$ cat config.mk
export PLATFORM = sky130hd
export DESIGN_NAME = rlc_link_coder
export DESIGN_NICKNAME = d
export VERILOG_FILES = /design/src/inc/rlc_pkg.sv /design/src/inc/rlc_strm_if.sv /design/src/core/rlc_link_coder.sv /design/src/core/rlc_sync.sv /design/src/core/rlc_fifo.sv
export VERILOG_INCLUDE_DIRS = /design/src /design/src/inc
export SDC_FILE = /design/constraint.sdc
export NUM_CORES = 1
export LEC_CHECK = 0
export BUFFER_PORTS_ARGS = -buffer_cell sky130_fd_sc_hd__clkbuf_2
export CORE_AREA = 4 4 103 114
export CTS_BUF_LIST = sky130_fd_sc_hd__clkbuf_8
export DETAILED_ROUTE_END_ITERATION = 6
export DIE_AREA = 0 0 107 118
export PLACE_DENSITY = 0.73
export SYNTH_ARGS = -nofsm -noshare
export SYNTH_HDL_FRONTEND = slang
export SYNTH_HIERARCHICAL = 1
export SYNTH_SLANG_ARGS = --single-unit
$ cat constraint.sdc
create_clock -name mclk -period 2.55 [get_ports mclk]
set_input_delay 0.255 -clock mclk [delete_from_list [all_inputs] [get_ports mclk]]
set_output_delay 0.255 -clock mclk [all_outputs]
set_load 0.005 [all_outputs]
$ cat src/inc/rlc_map.svh
`ifndef RLC_MAP_SVH
`define RLC_MAP_SVH

// ****************************************
// symbol codes, leftmost table bit is bit 4
// ****************************************
`define RLC_SYM_IDLE 5'h1F
`define RLC_SYM_J 5'h18
`define RLC_SYM_K 5'h11
`define RLC_SYM_H 5'h04
`define RLC_SYM_R 5'h07
`define RLC_SYM_S 5'h19
`define RLC_SYM_T 5'h0D
// nibble n sits at bits [n*5 +: 5]
`define RLC_DATA_TABLE {5'h1D, 5'h1C, 5'h1B, 5'h1A, 5'h17, 5'h16, 5'h13, 5'h12, \
    5'h0F, 5'h0E, 5'h0B, 5'h0A, 5'h15, 5'h14, 5'h09, 5'h1E}
// J followed by K as ten received bits
`define RLC_SOF_PAIR 10'h311
`define RLC_MAX_ZERO_RUN 3

// ****************************************
// widths and timing
// ****************************************
`define RLC_BYTE_W 8
`define RLC_FIFO_DEPTH 4
`define RLC_MCLK_HZ 20000000
`define RLC_RST_HOLD_NS 10000
`define RLC_RST_HOLD_CYC ((`RLC_RST_HOLD_NS * (`RLC_MCLK_HZ / 1000000) + 999) / 1000)

`endif

$ cat src/inc/rlc_pkg.sv
`default_nettype none

package rlc_pkg;

    typedef enum logic [2:0] {
        RLC_TX_IDLE,
        RLC_TX_J,
        RLC_TX_K,
        RLC_TX_HI,
        RLC_TX_LO,
        RLC_TX_TERM
    } rlc_tx_state_t;

    typedef enum logic [0:0] {
        RLC_RX_HUNT,
        RLC_RX_FRAME
    } rlc_rx_state_t;

    typedef enum logic [1:0] {
        RLC_SK_DATA,
        RLC_SK_CTRL,
        RLC_SK_TERM,
        RLC_SK_BAD
    } rlc_sym_kind_t;

endpackage : rlc_pkg

`default_nettype wire

$ cat src/inc/rlc_strm_if.sv
`timescale 1ns/1ps
`default_nettype none

interface rlc_strm_if #(parameter int W = 8);
    logic [W-1:0] data;
    logic valid;
    logic ready;
    modport src(output data, output valid, input ready);
    modport snk(input data, input valid, output ready);
endinterface : rlc_strm_if

`default_nettype wire

$ cat src/core/rlc_link_coder.sv
// Function
// - separate clock and data wire per direction
// - two input and two output link wires
// - timing from clock wire, no recovery
// - regenerate clock and data downstream
// - sample data at clock rising edge
// - fixed nibble to five-bit symbol table
// - idle, special, reset, set, termination codes
// - J then K marks frame start
// - NRZI: one toggles, zero holds
// - never more than three zeros in row outside a forced reset
// - long held one distributes ring reset
`timescale 1ns/1ps
`default_nettype none
`include "rlc_map.svh"

module rlc_link_coder
    import rlc_pkg::*;
(
    input wire logic mclk,
    input wire logic sys_rst,
    input wire logic ce,
    input wire logic ring_clk_in,
    input wire logic ring_dat_in,
    output logic ring_clk_out,
    output logic ring_dat_out,
    input wire logic [7:0] tx_data,
    input wire logic tx_valid,
    output logic tx_ready,
    input wire logic tx_force_rst,
    output logic [7:0] rx_byte,
    output logic rx_byte_vld,
    output logic rx_sof,
    output logic rx_eof,
    output logic rx_ctrl,
    output logic [4:0] rx_ctrl_sym,
    output logic rx_code_err,
    output logic ring_rst_out
);

    localparam logic [79:0] DATA_TAB = `RLC_DATA_TABLE;
    localparam logic [11:0] RST_HOLD = 12'(`RLC_RST_HOLD_CYC);

    function automatic logic [4:0] rlc_enc(input logic [3:0] n);
        rlc_enc = DATA_TAB[n*5 +: 5];
    endfunction : rlc_enc

    // ****************************************
    // pin synchronisers and clock edges
    // ****************************************
    logic [1:0] pin_s;
    logic clk_s;
    logic dat_s;
    logic clk_prev;
    logic clk_rise;
    logic clk_fall;

    rlc_sync #(.W(2)) u_sync (
        .mclk(mclk),
        .sys_rst(sys_rst),
        .ce(ce),
        .d_async({ring_clk_in, ring_dat_in}),
        .d_sync(pin_s)
    );

    assign clk_s = pin_s[1];
    assign dat_s = pin_s[0];

    always_ff @(posedge mclk) begin
        if (sys_rst) begin
            clk_prev <= 1'b0;
        end else if (ce) begin
            clk_prev <= clk_s;
        end
    end

    // timing comes only from the clock wire
    assign clk_rise = clk_s & ~clk_prev;
    assign clk_fall = ~clk_s & clk_prev;

    // ****************************************
    // transmit buffer
    // ****************************************
    rlc_strm_if #(.W(8)) u_in_if ();
    rlc_strm_if #(.W(8)) u_out_if ();
    logic fifo_pop;
    logic [3:0] fifo_hi;

    assign u_in_if.data = tx_data;
    assign u_in_if.valid = tx_valid;
    assign tx_ready = u_in_if.ready;
    assign u_out_if.ready = fifo_pop;
    assign fifo_hi = u_out_if.data[7:4];

    rlc_fifo #(.WIDTH(`RLC_BYTE_W), .DEPTH(`RLC_FIFO_DEPTH)) u_fifo (
        .mclk(mclk),
        .sys_rst(sys_rst),
        .ce(ce),
        .wr(u_in_if),
        .rd(u_out_if)
    );

    // ****************************************
    // transmit symbol sequencing
    // ****************************************
    rlc_tx_state_t tx_state;
    rlc_tx_state_t next_tx_state;
    logic [4:0] tx_sym;
    logic [4:0] next_tx_sym;
    logic [2:0] tx_idx;
    logic [7:0] tx_byte;
    logic tx_bit;
    logic tx_sym_end;
    logic tx_force;
    logic [2:0] tx_zrun;

    assign tx_bit = tx_sym[3'd4 - tx_idx];
    assign tx_sym_end = clk_fall & (tx_idx == 3'd4);
    assign tx_force = tx_force_rst | ring_rst_out;

    always_comb begin
        next_tx_state = tx_state;
        next_tx_sym = `RLC_SYM_IDLE;
        fifo_pop = 1'b0;
        case (tx_state)
            RLC_TX_IDLE: begin
                if (u_out_if.valid) begin
                    next_tx_state = RLC_TX_J;
                    next_tx_sym = `RLC_SYM_J;
                end
            end
            RLC_TX_J: begin
                next_tx_state = RLC_TX_K;
                next_tx_sym = `RLC_SYM_K;
            end
            RLC_TX_K, RLC_TX_LO: begin
                if (u_out_if.valid) begin
                    next_tx_state = RLC_TX_HI;
                    next_tx_sym = rlc_enc(fifo_hi);
                    fifo_pop = tx_sym_end;
                end else begin
                    next_tx_state = RLC_TX_TERM;
                    next_tx_sym = `RLC_SYM_T;
                end
            end
            RLC_TX_HI: begin
                next_tx_state = RLC_TX_LO;
                next_tx_sym = rlc_enc(tx_byte[3:0]);
            end
            RLC_TX_TERM: begin
                next_tx_state = RLC_TX_IDLE;
                next_tx_sym = `RLC_SYM_IDLE;
            end
            default: begin
                next_tx_state = RLC_TX_IDLE;
            end
        endcase
    end

    // symbols change only on the outgoing clock's falling edge
    always_ff @(posedge mclk) begin
        if (sys_rst) begin
            tx_state <= RLC_TX_IDLE;
            tx_sym <= `RLC_SYM_IDLE;
            tx_idx <= 3'd0;
        end else if (ce && clk_fall) begin
            if (tx_idx == 3'd4) begin
                tx_idx <= 3'd0;
                tx_sym <= next_tx_sym;
                tx_state <= next_tx_state;
            end else begin
                tx_idx <= tx_idx + 3'd1;
            end
        end
    end

    always_ff @(posedge mclk) begin
        if (sys_rst) begin
            tx_byte <= 8'h00;
        end else if (ce && fifo_pop && u_out_if.valid) begin
            tx_byte <= u_out_if.data;
        end
    end

    // ****************************************
    // regenerated link outputs
    // ****************************************
    // data moves as the clock falls, so it is steady at the next rise
    always_ff @(posedge mclk) begin
        if (sys_rst) begin
            ring_clk_out <= 1'b0;
        end else if (ce) begin
            ring_clk_out <= clk_s;
        end
    end

    always_ff @(posedge mclk) begin
        if (sys_rst) begin
            ring_dat_out <= 1'b0;
        end else if (ce) begin
            if (tx_force) begin
                ring_dat_out <= 1'b1;
            end else if (clk_fall) begin
                ring_dat_out <= ring_dat_out ^ tx_bit;
            end
        end
    end

    // zero run seen on the wire, checked below
    always_ff @(posedge mclk) begin
        if (sys_rst) begin
            tx_zrun <= 3'd0;
        end else if (ce && (tx_force || (clk_fall && tx_bit))) begin
            tx_zrun <= 3'd0;
        end else if (ce && clk_fall && tx_zrun != 3'd7) begin
            tx_zrun <= tx_zrun + 3'd1;
        end
    end

    // ****************************************
    // receive: NRZI decode and alignment
    // ****************************************
    rlc_rx_state_t rx_state;
    rlc_sym_kind_t rx_kind;
    logic dat_prev;
    logic rx_bit;
    logic [9:0] rx_win;
    logic [9:0] rx_cur;
    logic [4:0] rx_sym;
    logic [2:0] rx_cnt;
    logic rx_half;
    logic [3:0] rx_hi;
    logic [3:0] rx_nib;
    logic [15:0] rx_hit;
    logic rx_sym_end;
    logic rx_sof_hit;

    assign rx_bit = dat_s ^ dat_prev;
    assign rx_cur = {rx_win[8:0], rx_bit};
    assign rx_sym = rx_cur[4:0];
    assign rx_sym_end = clk_rise & (rx_state == RLC_RX_FRAME) & (rx_cnt == 3'd4);
    assign rx_sof_hit = clk_rise & (rx_state == RLC_RX_HUNT) & (rx_cur == `RLC_SOF_PAIR);

    genvar g;
    generate
        for (g = 0; g < 16; g++) begin : g_dec
            assign rx_hit[g] = (rx_sym == DATA_TAB[g*5 +: 5]);
        end
    endgenerate

    always_comb begin
        rx_nib = 4'h0;
        for (int i = 0; i < 16; i++) begin
            if (rx_hit[i]) begin
                rx_nib = 4'(i);
            end
        end
        if (|rx_hit) begin
            rx_kind = RLC_SK_DATA;
        end else begin
            case (rx_sym)
                `RLC_SYM_T: rx_kind = RLC_SK_TERM;
                `RLC_SYM_IDLE, `RLC_SYM_H, `RLC_SYM_R, `RLC_SYM_S,
                `RLC_SYM_J, `RLC_SYM_K: rx_kind = RLC_SK_CTRL;
                default: rx_kind = RLC_SK_BAD;
            endcase
        end
    end

    // relies on the far end keeping data steady around the rise
    always_ff @(posedge mclk) begin
        if (sys_rst) begin
            dat_prev <= 1'b0;
            rx_win <= 10'h000;
        end else if (ce && clk_rise) begin
            dat_prev <= dat_s;
            rx_win <= rx_cur;
        end
    end

    always_ff @(posedge mclk) begin
        if (sys_rst) begin
            rx_state <= RLC_RX_HUNT;
            rx_cnt <= 3'd0;
            rx_half <= 1'b0;
            rx_hi <= 4'h0;
        end else if (ce && clk_rise) begin
            case (rx_state)
                RLC_RX_HUNT: begin
                    if (rx_sof_hit) begin
                        rx_state <= RLC_RX_FRAME;
                        rx_cnt <= 3'd0;
                        rx_half <= 1'b0;
                    end
                end
                RLC_RX_FRAME: begin
                    if (rx_cnt == 3'd4) begin
                        rx_cnt <= 3'd0;
                        if (rx_kind == RLC_SK_DATA) begin
                            rx_half <= ~rx_half;
                            if (!rx_half) begin
                                rx_hi <= rx_nib;
                            end
                        end else if (rx_kind == RLC_SK_TERM || rx_kind == RLC_SK_BAD) begin
                            rx_state <= RLC_RX_HUNT;
                        end
                    end else begin
                        rx_cnt <= rx_cnt + 3'd1;
                    end
                end
                default: begin
                    rx_state <= RLC_RX_HUNT;
                end
            endcase
        end
    end

    // ****************************************
    // receive outputs
    // ****************************************
    // a nibble left odd at the end of a frame is dropped
    always_ff @(posedge mclk) begin
        if (sys_rst) begin
            rx_sof <= 1'b0;
            rx_eof <= 1'b0;
            rx_ctrl <= 1'b0;
            rx_code_err <= 1'b0;
            rx_byte_vld <= 1'b0;
        end else if (ce) begin
            rx_sof <= rx_sof_hit;
            rx_eof <= rx_sym_end & (rx_kind == RLC_SK_TERM);
            rx_ctrl <= rx_sym_end & (rx_kind == RLC_SK_CTRL);
            rx_code_err <= rx_sym_end & (rx_kind == RLC_SK_BAD);
            rx_byte_vld <= rx_sym_end & (rx_kind == RLC_SK_DATA) & rx_half;
        end
    end

    always_ff @(posedge mclk) begin
        if (sys_rst) begin
            rx_byte <= 8'h00;
            rx_ctrl_sym <= 5'h00;
        end else if (ce && rx_sym_end) begin
            if (rx_kind == RLC_SK_DATA && rx_half) begin
                rx_byte <= {rx_hi, rx_nib};
            end
            if (rx_kind == RLC_SK_CTRL) begin
                rx_ctrl_sym <= rx_sym;
            end
        end
    end

    // ****************************************
    // held-high line reset detector
    // ****************************************
    logic [11:0] rst_cnt;

    always_ff @(posedge mclk) begin
        if (sys_rst) begin
            rst_cnt <= 12'h000;
            ring_rst_out <= 1'b0;
        end else if (ce) begin
            if (!dat_s) begin
                rst_cnt <= 12'h000;
                ring_rst_out <= 1'b0;
            end else begin
                if (rst_cnt != RST_HOLD) begin
                    rst_cnt <= rst_cnt + 12'h001;
                end
                ring_rst_out <= (rst_cnt >= RST_HOLD - 12'h001);
            end
        end
    end
endmodule : rlc_link_coder

`default_nettype wire

$ cat src/core/rlc_sync.sv
`timescale 1ns/1ps
`default_nettype none

module rlc_sync #(
    parameter int W = 2
) (
    input wire logic mclk,
    input wire logic sys_rst,
    input wire logic ce,
    input wire logic [W-1:0] d_async,
    output logic [W-1:0] d_sync
);

    // ****************************************
    // two flops per pin, nothing reads meta
    // ****************************************
    genvar g;
    generate
        for (g = 0; g < W; g++) begin : g_bit
            logic meta;
            logic q;
            always_ff @(posedge mclk) begin
                if (sys_rst) begin
                    meta <= 1'b0;
                    q <= 1'b0;
                end else if (ce) begin
                    meta <= d_async[g];
                    q <= meta;
                end
            end
            assign d_sync[g] = q;
        end
    endgenerate

endmodule : rlc_sync

`default_nettype wire

$ cat src/core/rlc_fifo.sv
`timescale 1ns/1ps
`default_nettype none
`include "rlc_map.svh"

module rlc_fifo #(
    parameter int WIDTH = `RLC_BYTE_W,
    parameter int DEPTH = `RLC_FIFO_DEPTH
) (
    input wire logic mclk,
    input wire logic sys_rst,
    input wire logic ce,
    rlc_strm_if.snk wr,
    rlc_strm_if.src rd
);

    localparam int PW = (DEPTH > 1) ? $clog2(DEPTH) : 1;
    localparam int CW = $clog2(DEPTH + 1);

    logic [WIDTH-1:0] mem [DEPTH];
    logic [PW-1:0] wp;
    logic [PW-1:0] rp;
    logic [CW-1:0] cnt;
    logic do_wr;
    logic do_rd;

    assign wr.ready = (cnt != CW'(DEPTH));
    assign rd.valid = (cnt != '0);
    assign rd.data = mem[rp];
    assign do_wr = ce & wr.valid & wr.ready;
    assign do_rd = ce & rd.valid & rd.ready;

    always_ff @(posedge mclk) begin
        if (do_wr) begin
            mem[wp] <= wr.data;
        end
    end

    always_ff @(posedge mclk) begin
        if (sys_rst) begin
            wp <= '0;
        end else if (do_wr) begin
            wp <= (wp == PW'(DEPTH - 1)) ? '0 : wp + 1'b1;
        end
    end

    always_ff @(posedge mclk) begin
        if (sys_rst) begin
            rp <= '0;
        end else if (do_rd) begin
            rp <= (rp == PW'(DEPTH - 1)) ? '0 : rp + 1'b1;
        end
    end

    always_ff @(posedge mclk) begin
        if (sys_rst) begin
            cnt <= '0;
        end else if (do_wr && !do_rd) begin
            cnt <= cnt + 1'b1;
        end else if (do_rd && !do_wr) begin
            cnt <= cnt - 1'b1;
        end
    end

endmodule : rlc_fifo

`default_nettype wire

After elaboration in Yosys (flattened, before gate mapping)
Memories as Yosys holds them, arrays and structs flattened. A register that Yosys moved wholly into a read port is not among the register bits.
Index checks and enable logic that the tools add are counted.
{"block": "classes", "n_reduce_logical": 28, "n_shift": 2, "bitwise_logic": 23, "n_eq_ne": 42, "addsub": 8, "n_mul": 2, "mux": 53, "magnitude_cmp": 2}
{"operator": "80-bit by 8-bit indexed part select with 5-bit output (first input constant)", "n": 2}
{"operator": "5-bit == test (second input constant)", "n": 15}
{"operator": "4-bit two-way mux", "n": 14}
{"operator": "5-bit by 4-bit == test with 1-bit output (second input constant)", "n": 6}
{"operator": "12-bit two-way mux", "n": 2}
{"operator": "3-bit two-way mux", "n": 8}
{"operator": "5-bit one-hot mux with 4 select lines", "n": 1}
{"operator": "1-bit bitwise AND", "n": 16}
{"operator": "1-bit two-way mux", "n": 16}
{"operator": "16-bit OR reduction", "n": 1}
{"operator": "4-bit by 3-bit multiplier with 7-bit output (second input constant)", "n": 2}
{"operator": "12-bit by 1-bit adder with 12-bit output (second input constant)", "n": 1}
{"operator": "12-bit by 8-bit greater-or-equal comparator with 1-bit output (second input constant)", "n": 1}
{"operator": "12-bit by 8-bit != test with 1-bit output (second input constant)", "n": 1}
{"operator": "3-bit one-hot mux with 4 select lines", "n": 1}
{"operator": "2-bit AND reduction", "n": 6}
{"operator": "10-bit == test (second input constant)", "n": 1}
{"operator": "5-bit by 3-bit == test with 1-bit output (second input constant)", "n": 2}
{"operator": "2-bit two-way mux", "n": 5}
{"operator": "3-bit by 1-bit adder with 3-bit output (second input constant)", "n": 3}
{"operator": "3-bit == test (second input constant)", "n": 3}
{"operator": "2-bit == test (second input constant)", "n": 4}
{"operator": "1-bit logical AND", "n": 8}
{"operator": "3-bit by 2-bit == test with 1-bit output (second input constant)", "n": 2}
{"operator": "28 further kinds", "n": 39}
{"block": "word_totals", "ram_bits": 32, "regBits": 78, "mem_count": 1, "out_inout_bits": 22}
{"memory": "u_fifo.mem", "words": 4, "width": 8, "rd": 1, "rd_clocked_by_memory_dff": 1, "write_ports": 1, "line_no": "rlc_fifo.sv:19", "source": "logic [WIDTH-1:0] mem [DEPTH];"}

Logic depth before layout (Yosys ltp)
Gate-level depths: netlist (run 1).
{"block": "logic_depth", "ltp_word": 17, "mapped_depth": 12, "ltp_nobuf": 12}

Cells and area by module
Netlist (run 1), hierarchy kept.
{"mod": "rlc_link_coder", "seq_area_each_um2": 1341.3, "instances": 1, "area_per_inst_um2": 3370.7, "cells_each": 419}
{"mod": "rlc_fifo", "seq_area_each_um2": 1141.1, "instances": 1, "area_per_inst_um2": 1659.1, "cells_each": 92}
{"mod": "rlc_sync", "seq_area_each_um2": 80.1, "instances": 1, "area_per_inst_um2": 155.1, "cells_each": 15}

Worst setup path after synthesis (run 1)
No wires, ideal clock.
{"block": "synth_path", "path_kind": "register -> register", "from": "register u_fifo.cnt[1]", "to": "register u_fifo.cnt[2]", "arrival_time_ps": 2438, "slack_ps": 41, "stages_incl_launch_ff": 12, "synth_period_minus_slack_ps": 2509, "required_time_ps": 2479, "cell_sequence": "dfxtp_1 > or3_1 > nor2b_1 > nand3_1 > nor3b_1 > o311ai_2 > ha_1 > inv_1 > fa_1 > xor2_1 > or3_1 > a21oi_1"}
{"block": "synth_via", "elab_chain_len": 7, "elab_cells_between_ends": 16}
{"item": "start, declared", "line_no": "rlc_fifo.sv:22", "source": "logic [CW-1:0] cnt;"}
{"item": "start signal, assigned", "line_no": "rlc_fifo.sv:58", "source": "cnt <= cnt + 1'b1;"}
{"item": "start signal, assigned", "line_no": "rlc_fifo.sv:60", "source": "cnt <= cnt - 1'b1;"}
{"item": "3-bit nonzero test (*)", "line_no": "rlc_fifo.sv:27", "source": "assign rd.valid = (cnt != '0);"}
{"item": "via u_out_if.valid", "line_no": "rlc_strm_if.sv:6", "source": "logic valid;"}
{"item": "1-bit two-way mux (*)", "line_no": "rlc_link_coder.sv:137", "source": "if (u_out_if.valid) begin"}
{"item": "1-bit two-way mux (*)", "line_no": "rlc_link_coder.sv:125", "source": "case (tx_state)"}
{"item": "via fifo_pop", "line_no": "rlc_link_coder.sv:86", "source": "logic fifo_pop;"}
{"item": "1-bit bitwise AND (*)", "line_no": "rlc_fifo.sv:30", "source": "assign do_rd = ce & rd.valid & rd.ready;"}
{"item": "1-bit logical NOT", "line_no": "rlc_fifo.sv:57", "source": "end else if (do_wr && !do_rd) begin"}
{"item": "1-bit logical AND", "line_no": "rlc_fifo.sv:57"}
{"item": "3-bit two-way mux / 2-bit nonzero test (equally long branches)"}
The timed path passes the listed nets; every way through them passes the cells marked *. The select of a mux whose other input is x is not followed.
A chain may end at the register's enable or synchronous reset.

Worst setup path in the final report (run 1)
Ends and elaborated chain as after synthesis.

==> summary.md, run 1 <==
| Metric | Value |
|---|---|
| TNS Setup | `0 ps` |
| DR pass1 iterations | `4` |
| Final WS setup | `124 ps` |
| Clock sink count | `112` |
| Worst EP required | `2870 ps` |
| Most common flop cell mapped by yosys | `dfxtp_1` |
| Final Non-Filler Cells | `706` |
| Largest net degree at the start of global routing | `38` |
| Delay-heaviest family, CP | `simple AND/OR/NAND/NOR gates` |
| Post-synth ARST share | `0%` |
| Die Area | `0.0126 mm²` |
| CP peak stage delay | `390 ps` |
| Fin nets | `587` |
| Synthesis-to-finish area growth | `11.4%` |
| Max_cap viols | `0` |
| Yosys cell types | `67` |
| Fin. Hold Viols | `0` |
| Maximum VDD drop | `403 µV` |
| Clk buf depth | `2` |
| Worst-Skew Late Latency | `380 ps` |
| Cell row count | `39` |
| RSZ-0062 raised after global routing | `true` |
| DP Worst Slack | `79.3 ps` |
| Core area | `0.0104 mm²` |
| Synth warn | `6` |
| Vias per inst | `5.47` |
| Critical path launch point type | `flip-flop` |
| Vias | `3864` |
| Fin Clk Skew | `18.2 ps` |
| Initial DRC Count | `196` |
| Final setup vio count | `0` |
| Grt total ovfl | `0` |
| Most common cell after layout, fill and taps aside | `dfxtp_1` |
| Detailed Place HPWL | `7270 µm` |
| Most frequent cells in the layout | `dfxtp_1, nor2_1, nand2_1` |
| Vias in the first global route | `3789` |
| Die height | `118 µm` |
| Syn nets | `555` |
| Cell area after synthesis | `0.00518 mm²` |
| IO Port Bufs | `36` |
| IO Count | `37` |
| Hold Path Class | `input port to flip-flop` |
| First-pass GRT wire length | `17700 µm` |
| Share of cells above drive strength 1 | `18.5%` |
| Outcome | `completed` |
| Post-synth EDFFs | `32` |
| Initial Utilization | `49.7%` |
| Fmax | `412 MHz` |
| Number of inserted diodes | `0` |
| CTS tree | `yes` |
| Crit-path cells | `or3_4 -> nor2b_4 -> nand3_2 -> nor3b_2 -> o311ai_2 -> ha_2 -> inv_1 -> fa_2 -> xor2_1 -> or3_4 -> a21oi_2` |
| Leak | `0.00205 µW` |
| Slew Limit Fails | `0` |
| Crit Path Category | `flip-flop to flip-flop` |
| Worst Reg-to-Reg Cells | `11` |
| Crit path DAT | `2740 ps` |
| Slew @ Worst Pin | `758 ps` |
| Gpl congestion | `0.834` |
| Total Power | `3140 µW` |
| Placed Cells incl. Taps | `688` |
| Stages on worst setup path | `11` |
| WP buf/inv | `1` |
| Htree depth | `3` |
| Fin Hold WS | `85.2 ps` |
| Slowest cell on the critical path | `or3_4` |
| Synth Register Bits | `112` |
| Sequential-to-total area share from yosys stat | `49.4%` |
| Relative slew slack | `49.5%` |
| DRC Markers | `0` |
| Syn avg cell area | `9.86 µm²` |
| Crit path max fanout | `3` |
| CTS root buffer | `clkbuf_8` |
| Fin crit period | `2430 ps` |
| Pwr per Cell Area | `544 mW/mm²` |
| Mapped Cells | `526` |
| Die W | `107 µm` |
| WHS Path Cells | `1` |
| CTS buffer count | `9` |
| GRT Total Usage | `17.4%` |
| Crit end category | `flip-flop` |
| WL final | `10200 µm` |
| Crit path top cell by count | `or3_4` |
| Clock slew at reported path FFs | `110 ps` |
| Antenna Nets Post-Route | `0` |
| Initial antenna violation count | `0` |
| Tcrit/Tclk final | `95.1%` |
| Per-cell routed wire length | `14.5 µm` |
metal layers:
| metal | global-route usage [%] | wire length [µm] |
|---|---|---|
| met1 | 22.3 | 4710 |
| met2 | 28.5 | 4990 |
| met3 | 5.10 | 413 |
| met4 | 4.96 | 133 |
| met5 | 0 | 0 |
cells by family after synthesis:
group                    share of synthesized area [%]
buffers and inverters                             4.13
AO/OA/AOI/OAI                                     12.6
AND/OR/NAND/NOR                                   19.4
flip-flops                                        49.4
XOR/XNOR                                          3.50
adder cells (fa/ha/maj)                           3.72
multiplexers                                      7.19
registers in the layout, summed over array words and instances, names as in the netlist, 2 cells and up, named ones only:
| name | cells |
|---|---|
| rx_hi | 4 |
| rx_byte | 8 |
| u_fifo/cnt | 3 |
| tx_state | 3 |
| u_fifo/mem | 32 |
| rx_ctrl_sym | 5 |
| rx_win | 9 |
| tx_sym | 5 |
| u_fifo/wp | 2 |
| tx_byte | 4 |
| tx_idx | 3 |
| u_fifo/rp | 2 |
| rx_cnt | 3 |
| rst_cnt | 12 |
| u_sync/g_bit.q | 2 |
| u_sync/g_bit.meta | 2 |
final cells by class:
class                           instances  area, µm²
Clock buffer                            9        124
Clock inverter                          7       73.8
Fill cell                             916       4670
Inverter                               17       63.8
Multi-Input combinational cell        363       2450
Sequential cell                       112       2560
Tap cell                              143        179
Timing Repair Buffer                   55        323
path summary, 6_finish.rpt:
check                             start                    endpoint  slack (ps)
max          u_fifo/cnt[1]$_SDFFE_PP0P_  u_fifo/cnt[2]$_SDFFE_PP0P_         120
min                          tx_data[2]  u_fifo/mem[0][2]$_DFFE_PP_          90
max reg2reg  u_fifo/cnt[1]$_SDFFE_PP0P_  u_fifo/cnt[2]$_SDFFE_PP0P_         120
min reg2reg    rx_code_err$_SDFFE_PP0P_    rx_code_err$_SDFFE_PP0P_         460
repair_timing:
action,CTS,global route
hold buffers,0,0
gates resized for setup,0,12
setup buffers,0,2
setup endpoints to repair,0,2
synthesized netlist by cell type (all sizes together), types with 2 or more instances:
| cell | instances | share of area [%] |
|---|---|---|
| nor3 | 13 | 1.3 |
| and4 | 2 | 0.34 |
| nand4 | 8 | 0.97 |
| mux4 | 9 | 3.9 |
| nand3 | 17 | 1.6 |
| clkbuf | 23 | 1.7 |
| o311ai | 2 | 0.48 |
| or2 | 3 | 0.36 |
| inv | 17 | 1.2 |
| nor2b | 3 | 0.36 |
| dfxtp | 80 | 31 |
| o31ai | 2 | 0.56 |
| o22ai | 2 | 0.24 |
| nand2b | 8 | 0.97 |
| a21o | 3 | 0.43 |
| buf | 11 | 1.2 |
| o211ai | 2 | 0.29 |
| nor3b | 5 | 0.72 |
| a21oi | 47 | 4.6 |
| nand4b | 2 | 0.34 |
| nor4 | 3 | 0.36 |
| and3 | 8 | 0.97 |
| or4b | 2 | 0.39 |
| o21ai | 24 | 2.4 |
| nand2 | 46 | 3.3 |
| xnor2 | 7 | 1.3 |
| xor2 | 12 | 2.2 |
| edfxtp | 32 | 19 |
| nor2 | 53 | 3.8 |
| a211oi | 4 | 0.58 |
| or3 | 8 | 0.97 |
| a211o | 3 | 0.51 |
| mux2i | 17 | 3.3 |
| a31oi | 5 | 0.60 |
| nand3b | 10 | 1.4 |
| and2 | 3 | 0.41 |
| ha | 13 | 3.1 |
through the flow:
stage	util [%]	area, µm²
2_1_floorplan	-	5180
3_3_place_gp	52.9	5520
3_5_place_dp	52.9	5520
4_1_cts	54.8	5720
5_1_grt	55.3	5780
6_report	55.3	5780
power breakdown:
part / internal (µW) / switching, µW
Sequential: 1850 / 17.1
Clock: 392 / 662
Combinational: 91.0 / 125
Note: power is estimated with default switching activity, not from simulation.
==> run 2: changes to the inputs <==
==> constraint.sdc (replaced) <==
create_clock -name mclk -period 2.15 [get_ports mclk]
set_input_delay 0.215 -clock mclk [delete_from_list [all_inputs] [get_ports mclk]]
set_output_delay 0.215 -clock mclk [all_outputs]
set_load 0.005 [all_outputs]
==> run 2 against run 1 <==
- register-to-register slack lost 350 ps
- cell area grew 3.8%
- critical endpoint unchanged
- the flow now finishes with violations (setup timing)
- final cell count grew 3.4%
==> summary.md, run 2 (synthesis results as in run 1) <==
| Metric | Value |
|---|---|
| Outcome | `finished with violations` |
| Failing checks | `setup timing` |
| Initial antenna violation count | `0` |
| Worst-Skew Late Latency | `390 ps` |
| Number of inserted diodes | `0` |
| Placed Cells incl. Taps | `702` |
| Die W | `107 µm` |
| Multi-input logic area | `0.00248 mm²` |
| Critical path launch point type | `flip-flop` |
| Htree depth | `3` |
| Cell row count | `39` |
| First-pass GRT wire length | `18000 µm` |
| Register area | `0.00257 mm²` |
| Switching Share | `25.6%` |
| P_int | `2790 µW` |
| Tcrit/Tclk final | `110%` |
| Clock slew at reported path FFs | `110 ps` |
| Final setup vio count | `2` |
| Met2 WL | `5320 µm` |
| M1 wire length | `4670 µm` |
| Per-cell routed wire length | `14.4 µm` |
| Hold Path Class | `input port to flip-flop` |
| Antenna Nets Post-Route | `0` |
| Initial DRC Count | `249` |
| IO Port Bufs | `36` |
| Largest register FFs | `32` |
| Most common cell after layout, fill and taps aside | `dfxtp_1` |
| Core area | `0.0104 mm²` |
| Pwr per Cell Area | `626 mW/mm²` |
| Crit path max fanout | `2` |
| Fin crit period | `2380 ps` |
| Vias per inst | `5.45` |
| Leak | `0.00217 µW` |
| Share of cells above drive strength 1 | `22.8%` |
| Switching power | `959 µW` |
| Initial Utilization | `49.7%` |
| Die height | `118 µm` |
| Grt total ovfl | `0` |
| Most flop-heavy register | `u_fifo/mem` |
| Slew Limit Fails | `0` |
| Synthesis-to-finish area growth | `15.6%` |
| Largest net degree at the start of global routing | `27` |
| Total Power | `3750 µW` |
| Clk buf depth | `2` |
| Maximum VDD drop | `516 µV` |
| Crit path DAT | `2680 ps` |
| IO Count | `37` |
| Gpl congestion | `0.792` |
| DR pass1 iterations | `4` |
| WL final | `10500 µm` |
| Clock sink count | `112` |
| Most frequent cells in the layout | `dfxtp_1, nor2_1, nand2_1, a21oi_1, buf_4` |
| Final Core Density | `57.4%` |
| Met3 Wirelength | `404 µm` |
| Comb pwr share | `7.7%` |
| Final Non-Filler Cells | `730` |
| Reg power frac | `59.1%` |
| Die Area | `0.0126 mm²` |
| Worst EP required | `2460 ps` |
| Fillers | `930` |
| Vias | `3975` |
| Clock share of power | `33.2%` |
| Fin. Hold Viols | `0` |
| Highest routed metal layer | `met4` |
| CTS tree | `yes` |
| TNS Setup | `-254 ps` |
| Fin nets | `611` |
| CTS root buffer | `clkbuf_8` |
| Crit end category | `flip-flop` |
| DRC Markers | `0` |
| CTS buffer count | `9` |
| Relative slew slack | `64.0%` |
| RSZ-0062 raised after global routing | `true` |
| Crit Path Category | `flip-flop to flip-flop` |
| Vias in the first global route | `3824` |
| GRT Total Usage | `17.3%` |
| Final WS setup | `-225 ps` |
| Fmax | `421 MHz` |
| Detailed Place HPWL | `7390 µm` |
| Max_cap viols | `0` |
| Slew @ Worst Pin | `539 ps` |
| Fin Hold WS | `40.6 ps` |
| Top Registers | `u_fifo/mem (32), rst_cnt (12), rx_win (9)` |
| Fin Clk Skew | `17.0 ps` |
run 2: cell count changes in the layout (fill, tap and decap cells not counted), sizes merged:
cell    previous run  this run
buf               19        43
inv               23        22
clkinv             1         2
run 2: area by class of cell:
class,instances,share of cell area (%)
timing repair buffer,79,8.39
tap,143,2.98
inverter,17,1.06
clock buffer,9,2.07
clock inverter,7,1.23
multi-input combinational,363,41.4
sequential,112,42.9
run 2: critical path, cell delays in order (launching register included):
cell,delay (ps)
dfxtp_2,340
or3_4,380
nor2b_4,140
nand3_4,90
nor3b_4,50
o311ai_2,90
ha_2,250
inv_2,40
fa_2,330
xor2_1,150
or3_1,310
a21oi_1,130
run 2: layer usage:
layer / up-vias / GRT usage, %
li1: 1997 / -
met1: 1887 / 22.4
met2: 81 / 28.8
met3: 10 / 4.06
met4: 0 / 4.80
met5: - / 0
run 2: final timing paths:
check	start	to	slack [ps]	cells past startpoint
max	u_fifo/cnt[2]$_SDFFE_PP0P_	u_fifo/cnt[2]$_SDFFE_PP0P_	-230	11
min	tx_data[0]	u_fifo/mem[0][0]$_DFFE_PP_	40	1
max reg2reg	u_fifo/cnt[2]$_SDFFE_PP0P_	u_fifo/cnt[2]$_SDFFE_PP0P_	-230	11
min reg2reg	rx_code_err$_SDFFE_PP0P_	rx_code_err$_SDFFE_PP0P_	450	2
run 2: through the flow:
step	setup WS (ps)	instance area, µm²
floorplan	-182	5210
global placement	-101	5650
detailed placement	-160	5650
CTS	-179	5940
global route	-319	5990
finish	-225	5990
run 2: timing repair:
item / CTS / global route
hold buffers: 0 / 0
setup endpoints to repair: 2 / 7
pin swaps: 1 / 3
gates resized for setup: 9 / 5
setup buffers: 8 / 4
run 2: power groups by stage:
| stage | combinational (µW) | clock, µW | sequential, µW |
|---|---|---|---|
| 5_1_grt | 324 | 1350 | 2220 |
| 2_1_floorplan | 175 | 0 | 2260 |
| 6_report | 290 | 1240 | 2220 |
| 4_1_cts | 288 | 1280 | 2220 |
| 3_3_place_gp | 265 | 0 | 2260 |
| 3_5_place_dp | 277 | 0 | 2260 |
==> run 3: changes to the inputs <==
==> constraint.sdc (replaced) <==
create_clock -name mclk -period 2.15 [get_ports mclk]
set_input_delay 0.3225 -clock mclk [delete_from_list [all_inputs] [get_ports mclk]]
set_output_delay 0.3225 -clock mclk [all_outputs]
set_load 0.005 [all_outputs]
==> run 3 against run 2 <==
- the run still ends with setup timing left
- utilization decreased by 0.37 points
- maximum frequency fell by 1.1%
- final cell count down 0.82%
- global-route usage is 0.26 points lower
- clock skew decreased by 3.9 ps
==> summary.md, run 3 (synthesis results as in run 1) <==
| Metric | Value |
|---|---|
| Clk buf depth | `2` |
| Die height | `118 µm` |
| GRT Total Usage | `17.0%` |
| Top Registers | `u_fifo/mem (32), rst_cnt (12), rx_win (9)` |
| DR pass1 iterations | `5` |
| Fillers | `951` |
| Crit end category | `flip-flop` |
| Leak | `0.00215 µW` |
| DRC Markers | `0` |
| Largest register FFs | `32` |
| Crit path max fanout | `2` |
| Worst-Skew Late Latency | `380 ps` |
| Pwr per Cell Area | `627 mW/mm²` |
| Die W | `107 µm` |
| Crit Path Category | `flip-flop to flip-flop` |
| Max_cap viols | `0` |
| Slew Limit Fails | `0` |
| Number of inserted diodes | `0` |
| Relative slew slack | `68.0%` |
| WL final | `10300 µm` |
| Final setup vio count | `1` |
| Crit path DAT | `2700 ps` |
| Most frequent cells in the layout | `dfxtp_1, nor2_1, nand2_1` |
| Cell row count | `39` |
| Most common cell after layout, fill and taps aside | `dfxtp_1` |
| Die Area | `0.0126 mm²` |
| Worst EP required | `2450 ps` |
| Fmax | `416 MHz` |
| Final Core Density | `57.0%` |
| Detailed Place HPWL | `7340 µm` |
| TNS Setup | `-251 ps` |
| Vias per inst | `5.44` |
| FF-to-FF setup slack | `-250 ps` |
| IO Port Bufs | `36` |
| Initial Utilization | `49.7%` |
| Final Non-Filler Cells | `724` |
| Tcrit/Tclk final | `112%` |
| Fin crit period | `2400 ps` |
| Initial antenna violation count | `0` |
| Failing checks | `setup timing` |
| Fin nets | `605` |
| Slew @ Worst Pin | `481 ps` |
| Critical path launch point type | `flip-flop` |
| Maximum VDD drop | `385 µV` |
| Fin Clk Skew | `13.0 ps` |
| Fin. Hold Viols | `0` |
| Clock slew at reported path FFs | `110 ps` |
| DP Worst Slack | `-165 ps` |
| IO Count | `37` |
| Met3 usage | `4.17%` |
| M2 GR Usage | `29.3%` |
| Gpl congestion | `0.810` |
| CTS tree | `yes` |
| RSZ-0062 raised after global routing | `true` |
| Hold Path Class | `input port to flip-flop` |
| Grt total ovfl | `0` |
| Antenna Nets Post-Route | `0` |
| Initial DRC Count | `235` |
| Met1 GRT Util | `20.6%` |
| Core area | `0.0104 mm²` |
| CTS root buffer | `clkbuf_8` |
| Per-cell routed wire length | `14.2 µm` |
| Vias | `3935` |
| Outcome | `finished with violations` |
| Busiest layer in global routing | `met2` |
| Most flop-heavy register | `u_fifo/mem` |
| Share of cells above drive strength 1 | `22.0%` |
| Clock sink count | `112` |
| Placed Cells incl. Taps | `704` |
| Vias in the first global route | `3863` |
| Final WS setup | `-251 ps` |
| Largest net degree at the start of global routing | `23` |
| CTS buffer count | `9` |
| Total Power | `3730 µW` |
| First-pass GRT wire length | `17700 µm` |
| Synthesis-to-finish area growth | `14.9%` |
| Htree depth | `3` |
[run 3: cell types whose count changed in the layout (fill, tap and decap cells not counted), sizes merged]
cell / change
buf: -6
[run 3: through the flow]
step | cell area (µm²) | hold slack [ps]
floorplan | 5210 | 395
global placement | 5670 | 440
detailed placement | 5670 | 446
CTS | 5900 | 129
global route | 5960 | 115
finish | 5960 | 143
[run 3: what timing repair did]
action	in CTS	in global routing
hold buffers	0	0
resized for setup	5	9
pin swaps	1	2
setup endpoints to repair	2	3
setup buffers	1	3
gates cloned	0	0
[run 3: final timing paths]
path	startpoint	endpoint	cells after the start
worst min-delay path	tx_data[0]	u_fifo/mem[2][0]$_DFFE_PP_	1
worst max-delay path	u_fifo/cnt[2]$_SDFFE_PP0P_	u_fifo/cnt[2]$_SDFFE_PP0P_	11
worst max register to register	u_fifo/cnt[2]$_SDFFE_PP0P_	u_fifo/cnt[2]$_SDFFE_PP0P_	11
worst min register to register	rx_code_err$_SDFFE_PP0P_	rx_code_err$_SDFFE_PP0P_	2
[run 3: where the power goes]
group / total, µW / switching [µW] / leakage [µW] / internal (µW)
clock: 1230 / 768 / 0.000102 / 462
sequential: 2220 / 18.3 / 0.000938 / 2200
combinational: 285 / 161 / 0.00111 / 123
total: 3730 / 947 / 0.00215 / 2790
[run 3: layout make-up]
type	instances	area, µm²	share of cell area, %
sequential	112	2570	43.1
inverter	17	63.8	1.07
multi-input combinational	363	2490	41.8
clock buffer	9	124	2.08
timing repair buffer	73	458	7.69
tap	143	179	3.00
clock inverter	7	71.3	1.20
[run 3: critical path, cell delays in order (launching register included)]
cell,delay [ps]
dfxtp_2,340
or3_4,380
nor2b_4,150
nand3_4,100
nor3b_4,60
o311ai_4,80
ha_2,240
inv_2,40
fa_2,330
xor2_1,150
or3_1,330
a21oi_2,130
[run 3: routing by layer]
layer | part of all wire (%) | routed length, µm | vias up
met4 | 1.4 | 141 | 0
met5 | 0 | 0 | -
met2 | 51 | 5280 | 70
li1 | - | - | 1977
met1 | 44 | 4480 | 1876
met3 | 3.7 | 385 | 12
